===== src/jcs_pkg.sv =====
package jcs_pkg;

    // Register map, byte addresses
    localparam logic [7:0] CTRL_OFFS = 8'h00;
    localparam logic [7:0] STAT_OFFS = 8'h04;

    // Control word fields
    localparam int CTRL_INCH1_BIT = 8;
    localparam int CTRL_INCH2_BIT = 9;
    localparam logic [31:0] CTRL_RESET = 32'h0000_0000;
    localparam logic [31:0] CTRL_MASK  = 32'h0000_0300;

    // Status word fields
    localparam int STAT_STATE_LSB = 0;
    localparam int STAT_REF_LSB   = 4;
    localparam int STAT_RAMP_BIT  = 6;
    localparam int STAT_JOGEN_BIT = 7;
    localparam int STAT_STOK_BIT  = 8;
    localparam int STAT_PINS_LSB  = 12;

    // Speed target selection
    typedef enum logic [1:0] {
        REF_ZERO   = 2'h0,
        REF_NORMAL = 2'h1,
        REF_JOG1   = 2'h2,
        REF_JOG2   = 2'h3
    } jcs_ref_t;

    // Sequencer states
    typedef enum logic [2:0] {
        ST_IDLE,
        ST_RUN,
        ST_NDEC,
        ST_JOG,
        ST_JDEC
    } jcs_state_t;

    // Command pins, synchronised as one group
    typedef struct packed {
        logic local_sel;
        logic start;
        logic permit;
        logic jog2;
        logic jog1;
    } jcs_pins_t;

    // Drive commands handed to the ramp generator
    typedef struct packed {
        jcs_ref_t ref_sel;
        logic     ramp_jog;
        logic     run;
    } jcs_drv_t;

endpackage


===== src/jcs_sync.sv =====
module jcs_sync #(
    parameter int WIDTH = 1
) (
    // Clock and reset
    input  wire logic             mclk_i,
    input  wire logic             rstn_i,
    // Data
    input  wire logic [WIDTH-1:0] d_i,
    output logic      [WIDTH-1:0] q_o
);

    logic [WIDTH-1:0] meta_reg;
    logic [WIDTH-1:0] sync_reg;

    always_ff @(posedge mclk_i or negedge rstn_i)
    begin
        if (!rstn_i)
        begin
            meta_reg <= '0;
            sync_reg <= '0;
        end
        else
        begin
            meta_reg <= d_i;
            sync_reg <= meta_reg;
        end
    end

    assign q_o = sync_reg;

endmodule // jcs_sync


===== src/jcs_prio.sv =====
module jcs_prio (
    // Clock and reset
    input  wire logic mclk_i,
    input  wire logic rstn_i,
    // Requests
    input  wire logic act1_i,
    input  wire logic act2_i,
    // Grant: 1 selects jog two
    output logic      sel2_o
);

    logic owner2_reg;
    logic owner2_next;

    // Holder keeps priority; jog one wins a tie
    assign owner2_next = (act1_i && act2_i) ? owner2_reg : (act2_i && !act1_i);

    always_ff @(posedge mclk_i or negedge rstn_i)
    begin
        if (!rstn_i)
            owner2_reg <= 1'b0;
        else
            owner2_reg <= owner2_next;
    end

    assign sel2_o = owner2_next;

endmodule // jcs_prio


===== src/jcs_sequencer.sv =====
// Notes on behaviour
// - Jog permit changes are ignored while start is on; normal reference kept.
// - Permit present when start drops enables jogging at once.
// - Start drop decelerates on the normal ramp.
// - Jog request during that deceleration switches to the jog ramp.
// - Jog request plus permit, start off, selects the jog reference.
// - Jog release decelerates to zero on the jog ramp, even if permit drops.
// - No jogging at all under local control.
// - Jog enabled blocks start; after permit drops a fresh start edge is needed.
// - With both jog requests on, the first one keeps priority until released.
// - Fieldbus inching bits jog with jog references and ramps, no permit.
// - Jog activation starts and accelerates on the jog ramp.
// - Two jog functions, each with its own request and reference.
//
// The placing of the registers and the APB interface to the registers were chosen for this implementation.
module jcs_sequencer #(
    parameter int ADDR_W = 8
) (
    // Clock and reset
    input  wire logic              mclk_i,
    input  wire logic              rstn_i,
    // APB slave
    input  wire logic              psel_i,
    input  wire logic              penable_i,
    input  wire logic              pwrite_i,
    input  wire logic [ADDR_W-1:0] paddr_i,
    input  wire logic [31:0]       pwdata_i,
    output logic      [31:0]       prdata_o,
    output logic                   pready_o,
    output logic                   pslverr_o,
    // Command pins
    input  wire logic              jog1_req_i,
    input  wire logic              jog2_req_i,
    input  wire logic              jog_permit_i,
    input  wire logic              start_cmd_i,
    input  wire logic              local_sel_i,
    // Ramp generator feedback, same clock
    input  wire logic              zero_speed_i,
    // Drive commands
    output jcs_pkg::jcs_ref_t      ref_sel_o,
    output logic                   ramp_jog_o,
    output logic                   run_o
);

    // Synchronised pins
    jcs_pkg::jcs_pins_t pins_raw;
    jcs_pkg::jcs_pins_t pins;

    assign pins_raw.local_sel = local_sel_i;
    assign pins_raw.start     = start_cmd_i;
    assign pins_raw.permit    = jog_permit_i;
    assign pins_raw.jog2      = jog2_req_i;
    assign pins_raw.jog1      = jog1_req_i;

    jcs_sync #(
        .WIDTH ($bits(jcs_pkg::jcs_pins_t))
    ) u_sync (
        .mclk_i (mclk_i),
        .rstn_i (rstn_i),
        .d_i    (pins_raw),
        .q_o    (pins)
    );

    // Registers
    logic [31:0]         ctrl_reg;
    logic [31:0]         ctrl_next;
    logic                pready_reg;
    logic                pslverr_reg;
    logic [31:0]         prdata_reg;
    logic                jog_en_reg;
    logic                jog_en_next;
    logic                start_ok_reg;
    logic                start_ok_next;
    jcs_pkg::jcs_state_t state_reg;
    jcs_pkg::jcs_state_t state_next;
    jcs_pkg::jcs_drv_t   drv_reg;
    jcs_pkg::jcs_drv_t   drv_next;

    // Register select on the low address byte
    function automatic logic addr_hit(input logic [7:0] addr, input logic [7:0] offs);
        addr_hit = (addr == offs);
    endfunction

    // APB decode
    wire apb_acc    = psel_i && penable_i;
    wire apb_done   = apb_acc && pready_reg;
    wire hit_ctrl   = addr_hit(paddr_i[7:0], jcs_pkg::CTRL_OFFS);
    wire hit_stat   = addr_hit(paddr_i[7:0], jcs_pkg::STAT_OFFS);
    wire addr_ok    = hit_ctrl || hit_stat;
    wire ctrl_wr    = apb_done && pwrite_i && hit_ctrl;
    wire [31:0] stat_word;
    wire [31:0] rd_word;

    assign ctrl_next = ctrl_wr ? (pwdata_i & jcs_pkg::CTRL_MASK) : ctrl_reg;

    // Status fields in place
    wire [31:0] stat_state = 32'(state_reg) << jcs_pkg::STAT_STATE_LSB;
    wire [31:0] stat_ref   = 32'(drv_reg.ref_sel) << jcs_pkg::STAT_REF_LSB;
    wire [31:0] stat_ramp  = 32'(drv_reg.ramp_jog) << jcs_pkg::STAT_RAMP_BIT;
    wire [31:0] stat_jogen = 32'(jog_en_reg) << jcs_pkg::STAT_JOGEN_BIT;
    wire [31:0] stat_stok  = 32'(start_ok_reg) << jcs_pkg::STAT_STOK_BIT;
    wire [31:0] stat_pins  = 32'(pins) << jcs_pkg::STAT_PINS_LSB;

    assign stat_word = stat_state | stat_ref | stat_ramp
                     | stat_jogen | stat_stok | stat_pins;

    assign rd_word = hit_ctrl ? ctrl_reg :
                     hit_stat ? stat_word : 32'h0000_0000;

    // Fieldbus inching bits
    wire inch1 = ctrl_reg[jcs_pkg::CTRL_INCH1_BIT];
    wire inch2 = ctrl_reg[jcs_pkg::CTRL_INCH2_BIT];

    // Permit follows the pin only while start is off
    assign jog_en_next = pins.start ? jog_en_reg : pins.permit;

    // Start is honoured only after it has been low with jogging disabled
    assign start_ok_next = jog_en_reg ? 1'b0 :
                           !pins.start ? 1'b1 : start_ok_reg;

    // Per-function jog activity
    wire        remote   = !pins.local_sel;
    wire [1:0]  jog_pin  = {pins.jog2, pins.jog1};
    wire [1:0]  inch_bit = {inch2, inch1};
    logic [1:0] act;

    for (genvar g = 0; g < $bits(act); g++)
    begin : g_act
        assign act[g] = remote && ((jog_en_reg && jog_pin[g]) || inch_bit[g]);
    end

    wire act1    = act[0];
    wire act2    = act[1];
    wire jog_act = |act;
    wire sel2;

    // Priority between the two jog functions
    jcs_prio u_prio (
        .mclk_i (mclk_i),
        .rstn_i (rstn_i),
        .act1_i (act1),
        .act2_i (act2),
        .sel2_o (sel2)
    );

    // Normal start needs a fresh edge with jogging off
    wire normal_go = pins.start && start_ok_reg && !jog_en_reg;

    // Sequencer
    always_comb
    begin
        state_next = state_reg;
        unique case (state_reg)
            jcs_pkg::ST_IDLE:
            begin
                if (jog_act)
                    state_next = jcs_pkg::ST_JOG;
                else if (normal_go)
                    state_next = jcs_pkg::ST_RUN;
            end
            jcs_pkg::ST_RUN:
            begin
                if (!pins.start)
                    state_next = jcs_pkg::ST_NDEC;
            end
            jcs_pkg::ST_NDEC:
            begin
                if (jog_act)
                    state_next = jcs_pkg::ST_JOG;
                else if (normal_go)
                    state_next = jcs_pkg::ST_RUN;
                else if (zero_speed_i)
                    state_next = jcs_pkg::ST_IDLE;
            end
            jcs_pkg::ST_JOG:
            begin
                if (!jog_act)
                    state_next = jcs_pkg::ST_JDEC;
            end
            jcs_pkg::ST_JDEC:
            begin
                if (jog_act)
                    state_next = jcs_pkg::ST_JOG;
                else if (zero_speed_i)
                    state_next = jcs_pkg::ST_IDLE;
            end
            default:
                state_next = jcs_pkg::ST_IDLE;
        endcase
    end

    // Outputs decoded from the next state, so they change with it
    always_comb
    begin
        drv_next.ref_sel  = jcs_pkg::REF_ZERO;
        drv_next.ramp_jog = 1'b0;
        drv_next.run      = 1'b1;
        unique case (state_next)
            jcs_pkg::ST_IDLE:
                drv_next.run = 1'b0;
            jcs_pkg::ST_RUN:
                drv_next.ref_sel = jcs_pkg::REF_NORMAL;
            jcs_pkg::ST_NDEC:
                drv_next.ramp_jog = 1'b0;
            jcs_pkg::ST_JOG:
            begin
                drv_next.ref_sel  = sel2 ? jcs_pkg::REF_JOG2
                                         : jcs_pkg::REF_JOG1;
                drv_next.ramp_jog = 1'b1;
            end
            jcs_pkg::ST_JDEC:
                drv_next.ramp_jog = 1'b1;
            default:
                drv_next.run = 1'b0;
        endcase
    end

    // Sequencer state
    always_ff @(posedge mclk_i or negedge rstn_i)
    begin
        if (!rstn_i)
            state_reg <= jcs_pkg::ST_IDLE;
        else
            state_reg <= state_next;
    end

    // Drive command register
    always_ff @(posedge mclk_i or negedge rstn_i)
    begin
        if (!rstn_i)
            drv_reg <= '0;
        else
            drv_reg <= drv_next;
    end

    // Jog enable latch
    always_ff @(posedge mclk_i or negedge rstn_i)
    begin
        if (!rstn_i)
            jog_en_reg <= 1'b0;
        else
            jog_en_reg <= jog_en_next;
    end

    // Start permission
    always_ff @(posedge mclk_i or negedge rstn_i)
    begin
        if (!rstn_i)
            start_ok_reg <= 1'b0;
        else
            start_ok_reg <= start_ok_next;
    end

    // APB: one wait state, answer registered
    wire        apb_first    = apb_acc && !pready_reg;
    wire        pslverr_next = apb_first && !addr_ok;
    wire [31:0] prdata_next  = (apb_first && !pwrite_i) ? rd_word
                                                        : 32'h0000_0000;

    // Control word
    always_ff @(posedge mclk_i or negedge rstn_i)
    begin
        if (!rstn_i)
            ctrl_reg <= jcs_pkg::CTRL_RESET;
        else
            ctrl_reg <= ctrl_next;
    end

    // Answer strobe
    always_ff @(posedge mclk_i or negedge rstn_i)
    begin
        if (!rstn_i)
            pready_reg <= 1'b0;
        else
            pready_reg <= apb_first;
    end

    // Error strobe
    always_ff @(posedge mclk_i or negedge rstn_i)
    begin
        if (!rstn_i)
            pslverr_reg <= 1'b0;
        else
            pslverr_reg <= pslverr_next;
    end

    // Read data
    always_ff @(posedge mclk_i or negedge rstn_i)
    begin
        if (!rstn_i)
            prdata_reg <= 32'h0000_0000;
        else
            prdata_reg <= prdata_next;
    end

    // Outputs straight from flops
    assign prdata_o   = prdata_reg;
    assign pready_o   = pready_reg;
    assign pslverr_o  = pslverr_reg;
    assign ref_sel_o  = drv_reg.ref_sel;
    assign ramp_jog_o = drv_reg.ramp_jog;
    assign run_o      = drv_reg.run;

endmodule // jcs_sequencer


===== config.mk =====
export PLATFORM = sky130hd
export DESIGN_NAME = jcs_sequencer
export DESIGN_NICKNAME = d
export VERILOG_FILES = /design/src/jcs_pkg.sv /design/src/jcs_sync.sv /design/src/jcs_prio.sv /design/src/jcs_sequencer.sv
export SDC_FILE = /design/constraint.sdc
export NUM_CORES = 1
export LEC_CHECK = 0
export BUFFER_PORTS_ARGS = -buffer_cell sky130_fd_sc_hd__buf_2
export CORE_MARGIN = 2
export CORE_UTILIZATION = 46
export DETAILED_ROUTE_END_ITERATION = 8
export GPL_ROUTABILITY_DRIVEN = 0
export HOLD_SLACK_MARGIN = 0.12
export PLACE_DENSITY = 0.84
export SYNTH_ARGS = -nofsm -noshare
export SYNTH_HDL_FRONTEND = slang
export SYNTH_SLANG_ARGS = --single-unit

===== constraint.sdc =====
create_clock -name mclk_i -period 2.6 [get_ports mclk_i]
set_input_delay 0.52 -clock mclk_i [delete_from_list [all_inputs] [get_ports mclk_i]]
set_output_delay 0.52 -clock mclk_i [all_outputs]
set_load 0.1 [all_outputs]

==> metrics.csv, run 1 <==
stage;metric;value;unit
synthesis;FFs w/ async S/R, synth;100;%
final_layout;Nets;215;
critical_path;delay-heaviest family, CP;buffers and inverters;
critical_path;Worst Setup Start Kind;flop;
place;pre-CTS setup slack;602;ps
floorplan;Core Region;3080;µm²
sta;worst rel slew slack;47.9;%
cts;CTS resizes;0;
floorplan;initial core utilization;48.4;%
final_layout;Area Overhead vs Synth;15.4;%
global_routing;initial antenna violation count;0;
sta;post-route minimum period;1680;ps
sta;Final period util;64.8;%
place;placed cells;201;
global_routing;largest net degree at the start of global routing;39;
synthesis;Commonest cells post-synth;dfrtp_1, buf_4, and2_1, nor2_1;
power_and_ir_drop;Combinational Power Share;33.6;%
outcome;status;completed;
sta;Tightest Pin Transition;782;ps
power_and_ir_drop;Int Power;0.868;mW
critical_path;worst path arrival time;1160;ps
route;post-detailed-route count of antenna-violating nets;0;
synthesis;Yosys top cell by area;dfrtp_1;
power_and_ir_drop;Cell Pwr Density;864;nW/µm²
sta;hold slack final;261;ps
critical_path;crit-path max FO;4;
synthesis;dominant register cell in the synthesized netlist;dfrtp_1;
power_and_ir_drop;leakage;0.944;nW
sta;Hold Fails Final Rpt;0;
power_and_ir_drop;total power;1.49;mW
critical_path;WP data required;2080;ps
floorplan;I/O pin total;89;
sta;Pins Over Slew Limit;0;
sta;Post-Route Setup TNS;0;ps
global_routing;Remaining Overflow, GRT;0;
final_layout;max reg flops;14;
critical_path;crit path capture type;primary output;
synthesis;number of synthesized flops with an enable pin;0;
critical_path;crit path buf inv count;1;
route;via count;905;
power_and_ir_drop;Flop pwr share;46.2;%
cts;TritonCTS clock tree;yes;
critical_path;Largest stage delay, worst path;440;ps
power_and_ir_drop;sw power;0.617;mW
place;dpl cell area;1660;µm²
critical_path;crit path from;pready_o;
global_routing;first-pass GRT wire length;3440;µm
power_and_ir_drop;sw frac;41.6;%
route;via-per-instance ratio;4.33;
cts;CTS Buffer Depth;2;
cts;cts bufs inserted;5;
cts;H-tree levels;2;
final_layout;Util after Layout;55.9;%
global_routing;vias in the first global route;833;
floorplan;die area;3710;µm²
place;PortBufs;40;
synthesis;most frequent cell after synthesis;dfrtp_1;
synthesis;top post-synthesis cells by area;dfrtp_1, buf_4, and2_1, mux2_2, a21oi_1;
place;Post-DP HPWL;1720;µm
critical_path;cells along the critical path;buf_2;
synthesis;yosys warns;0;
sta;setup violators final;0;
floorplan;Die H;60.9;µm
synthesis;Yosys cell types;25;
cts;Num Clock Sinks;38;
route;DRT Pass-1 Iters;4;
cts;setup repair bufs after CTS;0;
power_and_ir_drop;Clock power frac;20.2;%
synthesis;Syn Inst Count;120;
sta;unrepaired setup endpoints after global routing;false;
cts;hold bufs inserted after CTS;0;
synthesis;#FFs+latches synth;38;
final_layout;share of cells above drive strength 1;35.2;%
cts;CTS Root Buffer Type;clkbuf_4;
synthesis;synthesized cell area;1490;µm²
route;1st-iter DRT viols;7;
cts;Worst-Skew Late Latency;330;ps
route;# DRC;0;
route;WL/cell;10.6;µm
sta;Clock Skews;9.22;ps
floorplan;Cell Rows;20;
synthesis;Avg Inst Size Synth;12.4;µm²
critical_path;Worst R2R Start;u_sync.q_o[1];
floorplan;Die Wd;60.9;µm
route;final wirelength;2220;µm
global_routing;GRT Overall Usage;13.1;%
synthesis;Yosys top cell area share;63.8;%
worst_hold_path;Hold Crit Class;in -> async;
final_layout;Finished Layout Cells;209;
final_layout;fin area;1720;µm²
power_and_ir_drop;VDD IR max;368;µV
cts;Clock Pin Slew Worst Setup and Hold Paths;100;ps
run;max-cap viol count;0;
final_layout;# diodes;0;
sta;Max Freq;0.594;GHz
critical_path;CP max-delay cell;buf_2;
critical_path;crit path kind;reg -> out;
sta;Worst Slack Setup Final;916;ps
synthesis;post-synthesis sequential area ratio;63.8;%
[power groups by stage]
stage               combinational, mW  clock, mW  sequential, mW
finish                          0.499      0.301           0.686
global route                    0.526      0.336           0.695
CTS                             0.501      0.307           0.685
detailed placement              0.500          0           0.697
global placement                0.490          0           0.693
floorplan                       0.357          0           0.793
[worst register-to-register path, delay by kind of cell (launching register included)]
kind / cells / cell delay [ps]
muxes: 1 / 290
AOI/OAI and AO/OA: 4 / 820
DFF: 1 / 400
[cell families after synthesis]
logic type             count (synthesis)  share of synthesized area (%)
AND/OR/NAND/NOR                       35                           14.5
AO/OA/AOI/OAI                         14                           5.88
other                                  1                          0.252
buffers and inverters                 27                           11.8
multiplexers                           5                           3.69
flip-flops                            38                           63.8
[routing by layer]
layer	share of wire [%]	track usage, %
met1	39	13.7
met4	2.3	9.01
met3	6.0	4.05
met5	0	0
met2	53	22.4
[final cells by class]
class | count | area, µm²
Clock buffer | 7 | 55.1
Clock inverter | 1 | 5.00
Fill cell | 264 | 1360
Inverter | 7 | 26.3
Multi-Input combinational cell | 72 | 427
Sequential cell | 38 | 951
Tap cell | 44 | 55.1
Timing Repair Buffer | 40 | 200
[path summary, 6_finish.rpt]
check / endpoint / slack, ps / cells after the start
max reg2reg: ramp_jog_o / 950 / 5
min: u_prio.owner2_reg / 260 / 1
min in group mclk_i: u_sync.meta_reg[1] / 290 / 1
max: pready_o / 920 / 1
min reg2reg: u_sync.q_o[1] / 360 / 0
max in group asynchronous: prdata_o[14] / 1850 / 1
[placed cells by master (no fill, tap or decap), types with 2 or more instances in the layout]
cell      netlist  routed
and2_1         10      10
nor2_1          8       8
o21ai_0         2       2
a21oi_1         7       7
nor3_1          5       5
inv_1           7       7
clkbuf_4        0       5
dfrtp_1        38      38
conb_1          1      18
nand2_1         3       3
a22oi_1         2       2
mux2_2          4       4
buf_2           0      40
Power figures use the tool's default switching activity.
==> inputs of run 2 (changes only) <==
- ABC_AREA: not set -> 1
- CORE_UTILIZATION: 46 -> 43
- PLACE_DENSITY: 0.84 -> 0.78
- clock period: 2.6 -> 1.6 ns (I/O delays scaled with it)
==> run 2 against run 1 <==
- sequential power up 62%
- final cell count up 18%
- critical path depth unchanged
==> metrics.csv, run 2 <==
stage;metric;value;unit;change
route;via-per-instance ratio;4.41;;was 4.33
sta;Worst Slack Setup Final;80.0;ps;was 916 ps
cts;setup repair bufs after CTS;0;;unchanged
final_layout;# fillers;333;;was 264
synthesis;yosys warns;0;;unchanged
global_routing;vias in the first global route;1004;;was 833
cts;cts bufs inserted;5;;unchanged
critical_path;crit-path max FO;4;;unchanged
worst_hold_path;Hold Crit Class;in -> reg;;was in -> async
sta;setup violators final;0;;unchanged
sta;Post-Route Setup TNS;0;ps;unchanged
place;pre-CTS setup slack;187;ps;was 602 ps
critical_path;crit path capture type;primary output;;unchanged
floorplan;Die Wd;64.3;µm;was 60.9 µm
synthesis;synthesized cell area;1570;µm²;was 1490 µm²
place;placed cells;234;;was 201
cts;CTS Buffer Depth;2;;unchanged
sta;Final period util;95.0;%;
synthesis;FFs w/ async S/R, synth;100;%;unchanged
synthesis;Yosys top cell area share;60.8;%;was 63.8%
outcome;status;completed;;unchanged
place;Post-DP HPWL;1810;µm;was 1720 µm
sta;Max Freq;0.658;GHz;
power_and_ir_drop;leakage;1.03;nW;was 0.944 nW
floorplan;I/O pin total;89;;unchanged
critical_path;worst path arrival time;1200;ps;was 1160 ps
floorplan;die area;4140;µm²;was 3710 µm²
cts;H-tree levels;2;;unchanged
route;final wirelength;2540;µm;was 2220 µm
route;post-detailed-route count of antenna-violating nets;0;;unchanged
synthesis;top post-synthesis cells by area;dfrtp_1, buf_4, inv_1, nand2_1, nor2_1;;was dfrtp_1, buf_4, and2_1, mux2_2, a21oi_1
route;1st-iter DRT viols;63;;was 7
cts;CTS Root Buffer Type;clkbuf_4;;unchanged
final_layout;commonest non-fill, non-tap cell in the layout;buf_2;;unchanged
synthesis;post-synthesis sequential area ratio;60.8;%;was 63.8%
sta;Hold Fails Final Rpt;0;;unchanged
final_layout;fin area;1850;µm²;was 1720 µm²
synthesis;dominant register cell in the synthesized netlist;dfrtp_1;;unchanged
global_routing;Remaining Overflow, GRT;0;;unchanged
sta;Clock Skews;7.05;ps;was 9.22 ps
synthesis;Commonest cells post-synth;dfrtp_1, buf_4, inv_1, nand2_1, nor2_1;;was dfrtp_1, buf_4, and2_1, nor2_1
floorplan;initial core utilization;45.8;%;was 48.4%
floorplan;Die H;64.3;µm;was 60.9 µm
synthesis;Yosys cell types;21;;was 25
power_and_ir_drop;total power;2.54;mW;was 1.49 mW
global_routing;largest net degree at the start of global routing;39;;unchanged
critical_path;Largest stage delay, worst path;450;ps;was 440 ps
cts;Num Clock Sinks;38;;unchanged
critical_path;Worst Setup Start Kind;flop;;unchanged
place;PortBufs;40;;unchanged
synthesis;Syn Inst Count;152;;was 120
synthesis;most frequent cell after synthesis;dfrtp_1;;unchanged
critical_path;crit path kind;reg -> out;;unchanged
cts;CTS resizes;0;;unchanged
power_and_ir_drop;Flop pwr share;43.8;%;was 46.2%
final_layout;most frequent cells in the layout;buf_2, dfrtp_1, inv_1, conb_1, nand2_1;;was buf_2, dfrtp_1, conb_1, and2_1, nor2_1
synthesis;Avg Inst Size Synth;10.3;µm²;was 12.4 µm²
route;via count;1089;;was 905
global_routing;initial antenna violation count;0;;unchanged
synthesis;number of synthesized flops with an enable pin;0;;unchanged
place;dpl cell area;1750;µm²;was 1660 µm²
synthesis;Yosys top cell by area;dfrtp_1;;unchanged
floorplan;Core Region;3420;µm²;was 3080 µm²
sta;unrepaired setup endpoints after global routing;false;;unchanged
cts;Clock Pin Slew Worst Setup and Hold Paths;100;ps;about the same
final_layout;Nets;252;;was 215
final_layout;share of cells above drive strength 1;30.3;%;was 35.2%
power_and_ir_drop;Cell Pwr Density;1370;nW/µm²;was 864 nW/µm²
cts;Worst-Skew Late Latency;340;ps;was 330 ps
global_routing;first-pass GRT wire length;4240;µm;was 3440 µm
critical_path;delay-heaviest family, CP;buffers and inverters;;unchanged
floorplan;Cell Rows;21;;was 20
power_and_ir_drop;sw frac;44.7;%;was 41.6%
sta;post-route minimum period;1520;ps;
critical_path;WP data required;1280;ps;was 2080 ps
power_and_ir_drop;Combinational Power Share;38.9;%;was 33.6%
final_layout;Finished Layout Cells;247;;was 209
power_and_ir_drop;Int Power;1.41;mW;was 0.868 mW
critical_path;cells along the critical path;buf_2;;unchanged
critical_path;CP max-delay cell;buf_2;;unchanged
final_layout;Area Overhead vs Synth;18.5;%;was 15.4%
route;WL/cell;10.3;µm;was 10.6 µm
global_routing;GRT Overall Usage;13.7;%;was 13.1%
final_layout;# diodes;0;;unchanged
cts;hold bufs inserted after CTS;6;;was 0
cts;TritonCTS clock tree;yes;;unchanged
power_and_ir_drop;sw power;1.14;mW;was 0.617 mW
power_and_ir_drop;Clock power frac;17.3;%;was 20.2%
final_layout;max reg flops;14;;unchanged
sta;Pins Over Slew Limit;0;;unchanged
synthesis;#FFs+latches synth;38;;unchanged
critical_path;crit path buf inv count;1;;unchanged
route;# DRC;0;;unchanged
route;DRT Pass-1 Iters;4;;unchanged
run;max-cap viol count;0;;unchanged
power_and_ir_drop;VDD IR max;606;µV;was 368 µV
run 2: layout make-up:
class | instances | area [µm²] | area share [%]
multi-input cells | 90 | 447 | 24.1
repair buffers | 47 | 280 | 15.1
inverters | 19 | 71.3 | 3.85
clock inverters | 2 | 10.0 | 0.540
well taps | 46 | 57.6 | 3.10
flip-flops and latches | 38 | 951 | 51.3
clock buffers | 5 | 37.5 | 2.02
run 2: cells by family (layout without fill, tap and decap cells):
logic type / count (synthesis) / in the layout / synth area share, %
simple gates: 62 / 62 / 20.4
buf+inv: 41 / 73 / 14.8
flops: 38 / 38 / 60.8
compound gates: 10 / 10 / 3.84
other cells: 1 / 18 / 0.240
run 2: power groups by stage:
stage	Combinational, mW	Sequential [mW]	Clock (mW)
6_report	0.989	1.11	0.441
3_5_place_dp	0.983	1.13	0
5_1_grt	1.06	1.12	0.523
4_1_cts	0.996	1.11	0.460
3_3_place_gp	0.968	1.13	0
2_1_floorplan	0.721	1.29	0
run 2: worst paths after layout:
kind	slack (ps)	from	depth (start not counted)	end
hold reg to reg	360	u_sync.meta_reg[3]	0	u_sync.q_o[3]
min in group asynchronous	460	rstn_i	3	prdata_o[9]
setup / recovery	80	pready_o	1	pready_o
max in group asynchronous	940	rstn_i	3	u_sync.q_o[0]
setup reg to reg	280	jog_en_reg	8	run_o
hold / removal	250	pwdata_i[9]	3	ctrl_reg[9]
run 2: metrics by stage:
step / hold WS, ps / utilization, %
4_1_cts: 241 / 54.3
3_5_place_dp: 298 / 51.1
2_1_floorplan: 24.4 / -
3_3_place_gp: 300 / 51.1
5_1_grt: 241 / 54.3
6_report: 245 / 54.3
run 2: metal layers:
| layer | GRT usage, % | vias up | routed length (µm) |
|---|---|---|---|
| met5 | 0 | - | 0 |
| met4 | 5.59 | 0 | 42 |
| met3 | 5.81 | 6 | 234 |
| met2 | 23.0 | 48 | 1220 |
| met1 | 15.1 | 498 | 1040 |
| li1 | - | 537 | - |
